**src/core/bleec_pkg.sv**
```systemverilog
/*
 * Package for the loader entry controller: state encoding, register map,
 * configuration field layout, timing constants and bundled signal types.
 * Assumes a single 125 MHz core clock and a plain strobe register port.
 */
package bleec_pkg;

    // ------------------------------------------------------------------
    // timing
    // ------------------------------------------------------------------
    localparam int unsigned CLK_PERIOD_PS = 8000;
    localparam int unsigned PIN_SETTLE_NS = 1000;
    localparam int unsigned PIN_SETTLE_CYC = (PIN_SETTLE_NS * 1000 + CLK_PERIOD_PS - 1) / CLK_PERIOD_PS;
    localparam int unsigned SETTLE_W = 8;

    // ------------------------------------------------------------------
    // register map (byte offsets)
    // ------------------------------------------------------------------
    localparam logic [7:0] REG_CFG = 8'h00;
    localparam logic [7:0] REG_STATUS = 8'h04;
    localparam logic [7:0] REG_CMD = 8'h08;
    localparam logic [7:0] REG_PWD = 8'h10;
    localparam logic [7:0] REG_PWD_LAST = 8'h2C;

    // cfg fields
    localparam int unsigned CFG_EN_BIT = 0;
    localparam int unsigned CFG_FAST_BIT = 1;
    localparam int unsigned CFG_LEVEL_BIT = 2;
    localparam logic [2:0] CFG_RESET = 3'h5;

    // cmd register: write code to request system reset into the loader
    localparam logic [31:0] CMD_LOADER_ENTRY = 32'h0000_0A5E;
    localparam logic [31:0] CMD_APP_RESET = 32'h0000_0A50;

    // password
    localparam int unsigned PWD_BITS = 256;
    localparam int unsigned PWD_WORDS = PWD_BITS / 32;
    localparam logic [PWD_BITS-1:0] PWD_DEFAULT = {PWD_WORDS{32'hFFFF_FFFF}};

    // blank flash word
    localparam logic [31:0] BLANK_WORD = 32'hFFFF_FFFF;

    // entry cause codes
    localparam logic [2:0] CAUSE_NONE = 3'h0;
    localparam logic [2:0] CAUSE_PIN = 3'h1;
    localparam logic [2:0] CAUSE_BLANK = 3'h2;
    localparam logic [2:0] CAUSE_SWREQ = 3'h3;
    localparam logic [2:0] CAUSE_DISABLED = 3'h4;

    typedef enum logic [4:0] {
        ST_RESET = 5'b00001,
        ST_SETTLE = 5'b00010,
        ST_CHECK = 5'b00100,
        ST_APP = 5'b01000,
        ST_LOADER = 5'b10000
    } bleec_state_t;

    typedef struct packed {
        logic en;
        logic fast_boot;
        logic entry_level;
    } bleec_cfg_t;

    typedef struct packed {
        logic [7:0] addr;
        logic [31:0] wdata;
        logic wr;
        logic rd;
    } bleec_req_t;

endpackage

```
**src/core/bleec_sync.sv**
```systemverilog
/*
 * Two-flop synchroniser for asynchronous pin levels.
 * Assumes the input is a slow level; the first stage feeds only the second.
 */
`timescale 1ns/1ps
module bleec_sync #(
    parameter logic RST_VAL = 1'b0
) (
    input wire logic i_core_clk, // core clock
    input wire logic i_rst, // async reset, active high
    input wire logic i_async, // pin level
    output logic o_sync // synchronised level
);
    logic meta_q;

    always_ff @(posedge i_core_clk or posedge i_rst) begin
        if (i_rst) begin
            meta_q <= RST_VAL;
            o_sync <= RST_VAL;
        end else begin
            meta_q <= i_async;
            o_sync <= meta_q;
        end
    end
endmodule

```
**src/core/bleec_top.sv**
```systemverilog
/*
 * Loader entry controller: decides after each boot whether the serial boot
 * loader or the application starts, gates loader memory access behind a
 * 256-bit password, and routes the loader link pins.
 * Assumes a 125 MHz core clock, asynchronous active-high reset, vector and
 * stack words presented stable by the flash interface, and a strobe-based
 * register port with read data one cycle after the read strobe.
 */
`timescale 1ns/1ps

module bleec_top (
    input wire logic i_core_clk, // core clock, 125 MHz
    input wire logic i_rst, // async reset, active high
    input wire logic i_loader_entry_pin, // entry request pin
    input wire logic i_external_reset_pin_n, // reset pin, active low
    input wire logic [31:0] i_reset_vector, // flash word: reset vector
    input wire logic [31:0] i_stack_pointer, // flash word: initial stack
    input wire logic i_sel_i2c, // link select: 1 = i2c, 0 = uart
    input wire logic i_loader_uart_rx, // uart receive pin
    input wire logic i_loader_i2c_clock, // i2c clock pin level
    input wire logic i_loader_i2c_data, // i2c data pin level
    input wire logic i_link_tx, // loader serial out (uart)
    input wire logic i_link_sda_low, // loader pulls sda low
    input wire logic i_link_scl_low, // loader stretches scl
    input wire logic [7:0] i_addr, // register address
    input wire logic [31:0] i_wdata, // register write data
    input wire logic i_wr, // write strobe
    input wire logic i_rd, // read strobe
    output logic [31:0] o_rdata, // read data, cycle after strobe
    output logic o_loader_run, // loader selected
    output logic o_app_run, // application selected
    output logic o_access_ok, // memory access unlocked
    output logic o_boot_reset, // one-cycle boot reset pulse
    output logic o_loader_uart_tx, // uart transmit pin
    output logic o_loader_i2c_clock_oe, // scl drive low enable
    output logic o_loader_i2c_data_oe, // sda drive low enable
    output logic o_loader_i2c_clock_o, // scl output value
    output logic o_loader_i2c_data_o, // sda output value
    output logic o_link_rx, // serial in to loader
    output logic o_link_scl, // scl level to loader
    output logic o_link_sda // sda level to loader
);

    // ------------------------------------------------------------------
    // pin synchronisers
    // ------------------------------------------------------------------
    logic entry_pin_s;
    logic rst_pin_n_s;
    logic rx_s;
    logic scl_s;
    logic sda_s;

    bleec_sync #(.RST_VAL(1'b0)) u_sync_entry (
        .i_core_clk(i_core_clk),
        .i_rst(i_rst),
        .i_async(i_loader_entry_pin),
        .o_sync(entry_pin_s)
    );
    bleec_sync #(.RST_VAL(1'b1)) u_sync_rst (
        .i_core_clk(i_core_clk),
        .i_rst(i_rst),
        .i_async(i_external_reset_pin_n),
        .o_sync(rst_pin_n_s)
    );
    bleec_sync #(.RST_VAL(1'b1)) u_sync_rx (
        .i_core_clk(i_core_clk),
        .i_rst(i_rst),
        .i_async(i_loader_uart_rx),
        .o_sync(rx_s)
    );
    bleec_sync #(.RST_VAL(1'b1)) u_sync_scl (
        .i_core_clk(i_core_clk),
        .i_rst(i_rst),
        .i_async(i_loader_i2c_clock),
        .o_sync(scl_s)
    );
    bleec_sync #(.RST_VAL(1'b1)) u_sync_sda (
        .i_core_clk(i_core_clk),
        .i_rst(i_rst),
        .i_async(i_loader_i2c_data),
        .o_sync(sda_s)
    );

    // ------------------------------------------------------------------
    // configuration and password store
    // ------------------------------------------------------------------
    bleec_pkg::bleec_req_t req;
    bleec_pkg::bleec_cfg_t cfg_q;
    bleec_pkg::bleec_state_t state_q;
    logic [31:0] pwd_q [bleec_pkg::PWD_WORDS];
    logic [31:0] try_q [bleec_pkg::PWD_WORDS];
    logic [bleec_pkg::PWD_WORDS-1:0] word_ok;
    logic unlocked_q;
    logic pwd_attempt_q;
    logic sw_req_q;
    logic sw_entry_q;
    logic rst_pin_d1_q;
    logic [2:0] cause_q;
    logic [bleec_pkg::SETTLE_W-1:0] settle_q;
    logic in_pwd;
    logic [2:0] widx;

    assign req = '{addr: i_addr, wdata: i_wdata, wr: i_wr, rd: i_rd};
    assign in_pwd = (req.addr >= bleec_pkg::REG_PWD) && (req.addr <= bleec_pkg::REG_PWD_LAST)
                    && (req.addr[1:0] == 2'b00);
    assign widx = 3'((req.addr - bleec_pkg::REG_PWD) >> 2);

    // cfg writes only while the application runs or the loader is unlocked: the loader cannot rewrite
    // its own gate without the password
    always_ff @(posedge i_core_clk or posedge i_rst) begin
        if (i_rst) begin
            cfg_q <= bleec_pkg::CFG_RESET;
        end else if (req.wr && req.addr == bleec_pkg::REG_CFG &&
                     (state_q == bleec_pkg::ST_APP || unlocked_q)) begin
            cfg_q.en <= req.wdata[bleec_pkg::CFG_EN_BIT];
            cfg_q.fast_boot <= req.wdata[bleec_pkg::CFG_FAST_BIT];
            cfg_q.entry_level <= req.wdata[bleec_pkg::CFG_LEVEL_BIT];
        end
    end

    // stored password is set by the application, tried by the loader host
    genvar gi;
    generate
        for (gi = 0; gi < bleec_pkg::PWD_WORDS; gi++) begin : g_pwd
            always_ff @(posedge i_core_clk or posedge i_rst) begin
                if (i_rst) begin
                    pwd_q[gi] <= bleec_pkg::PWD_DEFAULT[gi*32 +: 32];
                    try_q[gi] <= 32'h0000_0000;
                end else if (req.wr && in_pwd && widx == 3'(gi)) begin
                    if (state_q == bleec_pkg::ST_APP) begin
                        pwd_q[gi] <= req.wdata;
                    end else begin
                        try_q[gi] <= req.wdata;
                    end
                end
            end
            assign word_ok[gi] = (pwd_q[gi] == try_q[gi]);
        end
    endgenerate

    // attempt completes on the write of the last word
    always_ff @(posedge i_core_clk or posedge i_rst) begin
        if (i_rst) begin
            pwd_attempt_q <= 1'b0;
        end else begin
            pwd_attempt_q <= req.wr && req.addr == bleec_pkg::REG_PWD_LAST &&
                             state_q == bleec_pkg::ST_LOADER;
        end
    end

    always_ff @(posedge i_core_clk or posedge i_rst) begin
        if (i_rst) begin
            unlocked_q <= 1'b0;
        end else if (state_q != bleec_pkg::ST_LOADER) begin
            unlocked_q <= 1'b0;
        end else if (pwd_attempt_q) begin
            unlocked_q <= &word_ok;
        end
    end

    // ------------------------------------------------------------------
    // software reset request
    // ------------------------------------------------------------------
    always_ff @(posedge i_core_clk or posedge i_rst) begin
        if (i_rst) begin
            sw_req_q <= 1'b0;
            sw_entry_q <= 1'b0;
        end else if (req.wr && req.addr == bleec_pkg::REG_CMD &&
                     (req.wdata == bleec_pkg::CMD_LOADER_ENTRY ||
                      req.wdata == bleec_pkg::CMD_APP_RESET)) begin
            sw_req_q <= 1'b1;
            sw_entry_q <= (req.wdata == bleec_pkg::CMD_LOADER_ENTRY);
        end else if (state_q == bleec_pkg::ST_CHECK) begin
            sw_req_q <= 1'b0;
            sw_entry_q <= 1'b0;
        end
    end

    always_ff @(posedge i_core_clk or posedge i_rst) begin
        if (i_rst) begin
            rst_pin_d1_q <= 1'b1;
        end else begin
            rst_pin_d1_q <= rst_pin_n_s;
        end
    end

    // ------------------------------------------------------------------
    // boot sequence
    // ------------------------------------------------------------------
    // the pin reset holds the sequence in ST_RESET; its release starts a
    // fresh boot, so the host's held entry level is seen again
    always_ff @(posedge i_core_clk or posedge i_rst) begin
        if (i_rst) begin
            state_q <= bleec_pkg::ST_RESET;
            settle_q <= '0;
            cause_q <= bleec_pkg::CAUSE_NONE;
        end else if (!rst_pin_n_s) begin
            state_q <= bleec_pkg::ST_RESET;
            settle_q <= '0;
        end else begin
            unique case (state_q)
                bleec_pkg::ST_RESET: begin
                    state_q <= bleec_pkg::ST_SETTLE;
                    settle_q <= '0;
                end
                bleec_pkg::ST_SETTLE: begin
                    if (settle_q == bleec_pkg::SETTLE_W'(bleec_pkg::PIN_SETTLE_CYC - 1)) begin
                        state_q <= bleec_pkg::ST_CHECK;
                    end else begin
                        settle_q <= settle_q + 1'b1;
                    end
                end
                bleec_pkg::ST_CHECK: begin
                    if (!cfg_q.en) begin
                        state_q <= bleec_pkg::ST_APP;
                        cause_q <= bleec_pkg::CAUSE_DISABLED;
                    end else if (sw_entry_q) begin
                        state_q <= bleec_pkg::ST_LOADER;
                        cause_q <= bleec_pkg::CAUSE_SWREQ;
                    end else if (i_reset_vector == bleec_pkg::BLANK_WORD &&
                                 i_stack_pointer == bleec_pkg::BLANK_WORD) begin
                        state_q <= bleec_pkg::ST_LOADER;
                        cause_q <= bleec_pkg::CAUSE_BLANK;
                    end else if (!cfg_q.fast_boot && entry_pin_s == cfg_q.entry_level) begin
                        state_q <= bleec_pkg::ST_LOADER;
                        cause_q <= bleec_pkg::CAUSE_PIN;
                    end else begin
                        state_q <= bleec_pkg::ST_APP;
                        cause_q <= bleec_pkg::CAUSE_NONE;
                    end
                end
                bleec_pkg::ST_APP: begin
                    if (sw_req_q) begin
                        state_q <= bleec_pkg::ST_RESET;
                    end
                end
                bleec_pkg::ST_LOADER: begin
                    if (sw_req_q) begin
                        state_q <= bleec_pkg::ST_RESET;
                    end
                end
            endcase
        end
    end

    // ------------------------------------------------------------------
    // outputs
    // ------------------------------------------------------------------
    always_ff @(posedge i_core_clk or posedge i_rst) begin
        if (i_rst) begin
            o_loader_run <= 1'b0;
            o_app_run <= 1'b0;
            o_access_ok <= 1'b0;
            o_boot_reset <= 1'b0;
        end else begin
            o_loader_run <= (state_q == bleec_pkg::ST_LOADER);
            o_app_run <= (state_q == bleec_pkg::ST_APP);
            o_access_ok <= unlocked_q && state_q == bleec_pkg::ST_LOADER;
            o_boot_reset <= rst_pin_d1_q && !rst_pin_n_s;
        end
    end

    // link routing: only the selected pair is active, others idle high
    always_ff @(posedge i_core_clk or posedge i_rst) begin
        if (i_rst) begin
            o_loader_uart_tx <= 1'b1;
            o_loader_i2c_clock_oe <= 1'b0;
            o_loader_i2c_data_oe <= 1'b0;
            o_loader_i2c_clock_o <= 1'b0;
            o_loader_i2c_data_o <= 1'b0;
            o_link_rx <= 1'b1;
            o_link_scl <= 1'b1;
            o_link_sda <= 1'b1;
        end else begin
            o_loader_uart_tx <= (state_q == bleec_pkg::ST_LOADER && !i_sel_i2c) ? i_link_tx : 1'b1;
            o_loader_i2c_clock_oe <= state_q == bleec_pkg::ST_LOADER && i_sel_i2c && i_link_scl_low;
            o_loader_i2c_data_oe <= state_q == bleec_pkg::ST_LOADER && i_sel_i2c && i_link_sda_low;
            o_loader_i2c_clock_o <= 1'b0;
            o_loader_i2c_data_o <= 1'b0;
            o_link_rx <= i_sel_i2c ? 1'b1 : rx_s;
            o_link_scl <= i_sel_i2c ? scl_s : 1'b1;
            o_link_sda <= i_sel_i2c ? sda_s : 1'b1;
        end
    end

    // password words never read back
    always_ff @(posedge i_core_clk or posedge i_rst) begin
        if (i_rst) begin
            o_rdata <= 32'h0000_0000;
        end else if (req.rd) begin
            unique case (req.addr)
                bleec_pkg::REG_CFG: o_rdata <= {29'h0, cfg_q.entry_level, cfg_q.fast_boot, cfg_q.en};
                bleec_pkg::REG_STATUS: o_rdata <= {22'h0, cause_q, entry_pin_s, unlocked_q, state_q};
                default: o_rdata <= 32'h0000_0000;
            endcase
        end else begin
            o_rdata <= 32'h0000_0000;
        end
    end

endmodule

```
**config.mk**
```make
export PLATFORM = sky130hd
export DESIGN_NAME = bleec_top
export DESIGN_NICKNAME = d
export VERILOG_FILES = /design/src/core/bleec_pkg.sv /design/src/core/bleec_sync.sv /design/src/core/bleec_top.sv
export SDC_FILE = /design/constraint.sdc
export NUM_CORES = 1
export LEC_CHECK = 0
export ABC_AREA = 1
export BUFFER_PORTS_ARGS = -buffer_cell sky130_fd_sc_hd__buf_2
export CAP_MARGIN = 30
export CORE_ASPECT_RATIO = 1.4
export CORE_MARGIN = 3
export CORE_UTILIZATION = 40
export DETAILED_ROUTE_END_ITERATION = 8
export PLACE_DENSITY = 0.54
export SYNTH_ARGS = -nofsm -noshare
export SYNTH_HDL_FRONTEND = slang
export SYNTH_SLANG_ARGS = --single-unit
```
**constraint.sdc**
```tcl
create_clock -name i_core_clk -period 16.3 [get_ports i_core_clk]
set_clock_uncertainty 0.2 [all_clocks]
set_input_delay 0.815 -clock i_core_clk [delete_from_list [all_inputs] [get_ports i_core_clk]]
set_output_delay 0.815 -clock i_core_clk [all_outputs]
set_load 0.02 [all_outputs]
```
# Word level (Yosys, flattened, before mapping)
# Index checks and enable logic that the tools add are counted.
dict set report classes {
  bitwise 1
  n_reduce_logical 56
  mux 26
  n_eq_ne 34
  add_sub_neg 2
  n_lt_le_gt_ge 2
}
# op n
set ops {}
lappend ops {{32-bit == test} 8}
lappend ops {{32-bit by 12-bit == test with 1-bit output (second input constant)} 2}
lappend ops {{32-bit == test (second input constant)} 2}
lappend ops {{2-bit AND reduction} 19}
lappend ops {{5-bit 2-to-1 mux} 7}
lappend ops {{32-bit 2-to-1 mux} 1}
lappend ops {{1-bit logical AND} 25}
lappend ops {{10-bit case mux with 2 select lines} 1}
lappend ops {{5-bit case mux with 4 select lines} 1}
lappend ops {{8-bit 2-to-1 mux} 2}
lappend ops {{8-bit case mux with 2 select lines} 1}
lappend ops {{3-bit == test (second input constant)} 4}
lappend ops {{3-bit inequality test (second input constant)} 4}
lappend ops {{1-bit 2-to-1 mux} 10}
lappend ops {{8-bit by 1-bit adder with 8-bit output (second input constant)} 1}
lappend ops {{8-bit by 3-bit == test with 1-bit output (second input constant)} 1}
lappend ops {{8-bit by 4-bit == test with 1-bit output (second input constant)} 1}
lappend ops {{8-bit by 6-bit == test with 1-bit output (second input constant)} 1}
lappend ops {{8-bit by 7-bit == test with 1-bit output (second input constant)} 1}
lappend ops {{8-bit by 5-bit >= comparator with 1-bit output (second input constant)} 1}
lappend ops {{8-bit by 6-bit <= comparator with 1-bit output (second input constant)} 1}
lappend ops {{8-bit zero test} 1}
lappend ops {{8-bit AND reduction} 1}
lappend ops {{3-bit by 2-bit == test with 1-bit output (second input constant)} 2}
lappend ops {{18 further kinds} 23}
dict set report word_totals {
  out_inout_bits 44
  regBits 588
}

# Depth between registers and ports, before layout
dict set report depth {
  ltp_word 8
  depth_mapped 12
  depth_no_buf 12
}

# Cells and area by module
# A second synthesis with hierarchy kept.
dict set report hier_totals {
  cells_unflattened 3221
  hier_area_um2 26018.7
}
# mod area_per_inst_um2 cells_per_inst instances
set by_module_without_submodules {}
lappend by_module_without_submodules {bleec_top 25739.7 3206 1}
lappend by_module_without_submodules {{bleec_sync at u_sync_rst ...} 56.3 3 4}
lappend by_module_without_submodules {{bleec_sync at u_sync_entry} 53.8 3 1}

# Least setup slack after synthesis
# No wires, ideal clock.
dict set report synth_path {
  path_kind {input to register}
  start {in i_addr[7]}
  end {reg try_q[132] (netlist name)}
  required_time_ps 15961
  t_arrival_ps 2055
  setup_ps 139
  path_buffers 1
  setup_slack_ps 13906
  stages 9
  cell_sequence {nor2_1 -> inv_1 -> o21ai_2 -> nand2_4 -> nor2_8 -> nand3_4 -> buf_6 -> nand2_1 -> o21ai_2}
}
dict set report synth_between {
  elab_chain_len 6
  elab_cells_between_ends 7
  cone_classes {order compare (2); reduce/logical (5)}
}
# item line
set synth_rtl {}
lappend synth_rtl {{from (decl)} bleec_top.sv:25} ;# input wire logic [7:0] i_addr,
lappend synth_rtl {{8-bit by 5-bit >= comparator with 1-bit output / 8-bit by 6-bit <= comparator with 1-bit output (equally long branches)} bleec_top.sv:104} ;# assign in_pwd = (req.addr >= bleec_pkg::REG_PWD) && (req.addr <= bleec_pkg::REG_PWD_LAST)
lappend synth_rtl {{1-bit logical AND *} bleec_top.sv:104}
lappend synth_rtl {{1-bit logical AND *} bleec_top.sv:105} ;# && (req.addr[1:0] == 2'b00);
lappend synth_rtl {{1-bit logical AND * (2 in series)} bleec_top.sv:129} ;# end else if (req.wr && in_pwd && widx == 3'(gi)) begin
lappend synth_rtl {{2-bit AND reduction (no source line) *} -}
lappend synth_rtl {{to (signal, indexed assignment)} bleec_top.sv:133} ;# try_q[gi] <= req.wdata;
lappend synth_rtl {{to (decl)} bleec_top.sv:91} ;# logic [31:0] try_q [bleec_pkg::PWD_WORDS];
# Mark *: on every way between the ends. The rest lies on a longest branch, timed or not.
# A chain may end at the register's enable or synchronous reset.

# Worst setup path after layout
dict set report layout_path {
  start {in i_addr[7]}
  end {reg pwd_q[139] (netlist name)}
}
dict set report layout_between {
  elab_chain_len 6
  elab_cells_between_ends 7
  cone_classes {order compare (2); reduce/logical (5)}
}
# item line
set layout_rtl {}
lappend layout_rtl {{8-bit by 5-bit >= comparator with 1-bit output / 8-bit by 6-bit <= comparator with 1-bit output (equally long branches)} bleec_top.sv:104}
lappend layout_rtl {{1-bit logical AND *} bleec_top.sv:104}
lappend layout_rtl {{1-bit logical AND *} bleec_top.sv:105}
lappend layout_rtl {{1-bit logical AND * (2 in series)} bleec_top.sv:129}
lappend layout_rtl {{2-bit AND reduction (no source line) *} -}
lappend layout_rtl {{to (signal, indexed assignment)} bleec_top.sv:127} ;# pwd_q[gi] <= bleec_pkg::PWD_DEFAULT[gi*32 +: 32];
lappend layout_rtl {{to (signal, indexed assignment)} bleec_top.sv:131} ;# pwd_q[gi] <= req.wdata;
lappend layout_rtl {{to (decl)} bleec_top.sv:90} ;# logic [31:0] pwd_q [bleec_pkg::PWD_WORDS];
# Marked as above.

==> metrics.txt <==
Finished Cell Area between 20000 and 30000 µm²; yosys warns 0; DR iter-0 viols approximately 1300; unrepaired setup endpoints after global routing no; Max-Cap Viols 0; Die Area between 70000 and 80000 µm²; WL final ~63000 µm; final setup TNS 0 ns; Mapped Cells about 3100; Tot GR Track Use roughly 18%; fin cells slightly above 4000; EDFF count, synth 0; Hold-fix buffers, CTS 0; initial antenna violation count 1; CTS max path bufs 3; status completed; fraction of the cycle the final worst path needs 16.6%; worst path required time around 17 ns; hpwl dp between 40000 and 50000 µm; I/O Buffers approximately 140; endpoints failing setup 0; Pins Over Slew Limit 0; Worst Setup Start Kind input pin; Max-slew headroom approximately a third; Num CTS Buffers between 50 and 60; Die X 226 µm; clk sink count 566; DRC viols 0; Hold Path Class in2reg; Leakage 0.0140 µW; core region area 67000 µm²; average cell area after synthesis between 8 and 9 µm²; vias in the first global route roughly 19000; CTS tree done; pwr/cell area about 100 nW/µm²; prevailing post-synth register cell dfrtp_1; Root Buffer clkbuf_16; ys async rst share 100%; vias just under 20000; DP Cell Count between 3000 and 4000; antenna violation net count after detailed routing 0; sequential area share after synthesis a little over half; crit-path max FO 64; fin nets 3269; Crit Path Class in2reg; clock latency on the worst-skew pair just over 0.6 ns; H-Tree Level Count 2; first-pass GRT wire length 100000 µm; Cell variety after synth 39; clock slew at reported path FFs around 0.06 ns; Place WS between 10 and 15 ns; Layout fillers 6541; die height about 310 µm; largest net degree at the start of global routing 180; P&R area growth vs syn 9.29%; maximum clock rate about 0.37 GHz; post-synth design cell area about 27000 µm²; post-CTS setup buffer count 0; Crit. End Element flop; GPL Wtd Cong around 0.8; Routed WL per cell 15.6 µm; Pre-antenna DRT Iters 6; dpl cell area ~28000 µm²; final worst path period need 2.71 ns; # rows 112; worst vdd ir 59.3 µV; Initial Utilization between 40% and 50%; post-CTS resize count 0; Data arrival, critical path approximately 3.0 ns; WHS 0.114 ns; gr ovfl total 0; Final Hold Fails 0; final worst slack 13.59 ns; FF+latch count, synth roughly 570; share of post-route cells with drive strength above 1 around 24%; Top Ports between 150 and 200; Via density 4.76; Worst-Margin Slew between 0.9 and 1 ns
[state kept, by name (all words and copies together), names as in the netlist, 3 cells and up]
| register | cells |
|---|---|
| settle_q | 8 |
| try_q | 256 |
| cause_q | 3 |
| o_rdata | 10 |
| cfg_q | 3 |
| state_q | 5 |
| pwd_q | 256 |
[power by group]
part	switching, µW	internal (µW)
clock	535	716
sequential	33.3	1460
combinational	191	89.0
[cell type report]
cell class / instances / area, µm² / share of cell area [%]
clock buffers: 87 / 1680 / 5.64
flip-flops and latches: 566 / 14500 / 48.8
diodes: 1 / 2.50 / 0.00842
well taps: 855 / 1070 / 3.60
inverters: 324 / 1220 / 4.11
multi-input cells: 2049 / 10200 / 34.2
repair buffers: 155 / 978 / 3.29
clock inverters: 12 / 91.3 / 0.307
[synth_stat cells (27+ instances only)]
library cell	count	area [µm²]
a21oi_2	46	403
o21ai_1	274	1370
nand4_1	28	175
inv_1	321	1200
nor2_1	381	1430
nand2_1	909	3410
buf_4	27	203
buf_6	94	1060
o21ai_2	175	1530
dfrtp_1	294	7360
clkbuf_1	32	120
xor2_1	105	920
dfstp_2	272	7150
[cell families (layout without fill, tap and decap cells)]
kind of cell | after synthesis | count (layout) | synth area share, %
flip-flops | 566 | 566 | 53.3
other | 1 | 25 | 0.0138
buffers and inverters | 477 | 578 | 9.56
AO/OA/AOI/OAI | 545 | 545 | 13.1
AND/OR/NAND/NOR | 1372 | 1372 | 20.4
adder cells (fa/ha/maj) | 2 | 2 | 0.0920
XOR/XNOR | 106 | 106 | 3.41
[final timing paths]
| kind | from | to | slack [ns] | cells after the start |
|---|---|---|---|---|
| setup / recovery | i_addr[7] | pwd_q[139] | 13.59 | 8 |
| hold reg to reg | u_sync_entry.meta_q | u_sync_entry.o_sync | 0.15 | 0 |
| hold / removal | i_loader_i2c_data | u_sync_sda.meta_q | 0.11 | 1 |
| min in group asynchronous | i_rst | settle_q[6] | 0.18 | 2 |
| max in group asynchronous | i_rst | pwd_q[104] | 13.63 | 5 |
| setup reg to reg | state_q[1] | pwd_q[139] | 13.60 | 6 |
[metal layers]
metal | GRT usage, % | share of wire (%) | vias up
met5 | 0 | 0 | -
met4 | 6.32 | 3.5 | 0
met3 | 2.32 | 3.3 | 99
met2 | 32.6 | 52 | 304
met1 | 21.5 | 42 | 9200
li1 | - | - | 9672
[cells in the final DEF, fill, tap and decap left out, types with 8 or more instances in the layout]
cell type and instances:
a21oi_1 17, a21oi_2 46, buf_2 136, buf_4 9
clkbuf_1 14, clkbuf_16 55, clkbuf_8 18, clkinv_2 9
conb_1 24, dfrtp_1 294, dfstp_2 272, inv_1 320
nand2_1 909, nand2_4 8, nand3_1 9, nand3_4 9
nand4_1 28, nor2_1 381, o21ai_0 26, o21ai_1 274
o21ai_2 175, xor2_1 105
[critical path: stages]
cell,delay [ns]
buf_2,0.10
nor2_1,0.24
inv_1,0.09
o21ai_2,0.18
nand2_4,0.11
nor2_8,0.26
nand3_4,0.73
o21ai_1,0.41
[per-stage QoR]
step / total power [µW] / util, %
floorplan: 1700 / -
global placement: 1790 / 41.4
detailed placement: 1800 / 41.5
CTS: 3070 / 44.2
global route: 3160 / 44.4
finish: 3020 / 44.4
Note: power is estimated with default switching activity, not from simulation.
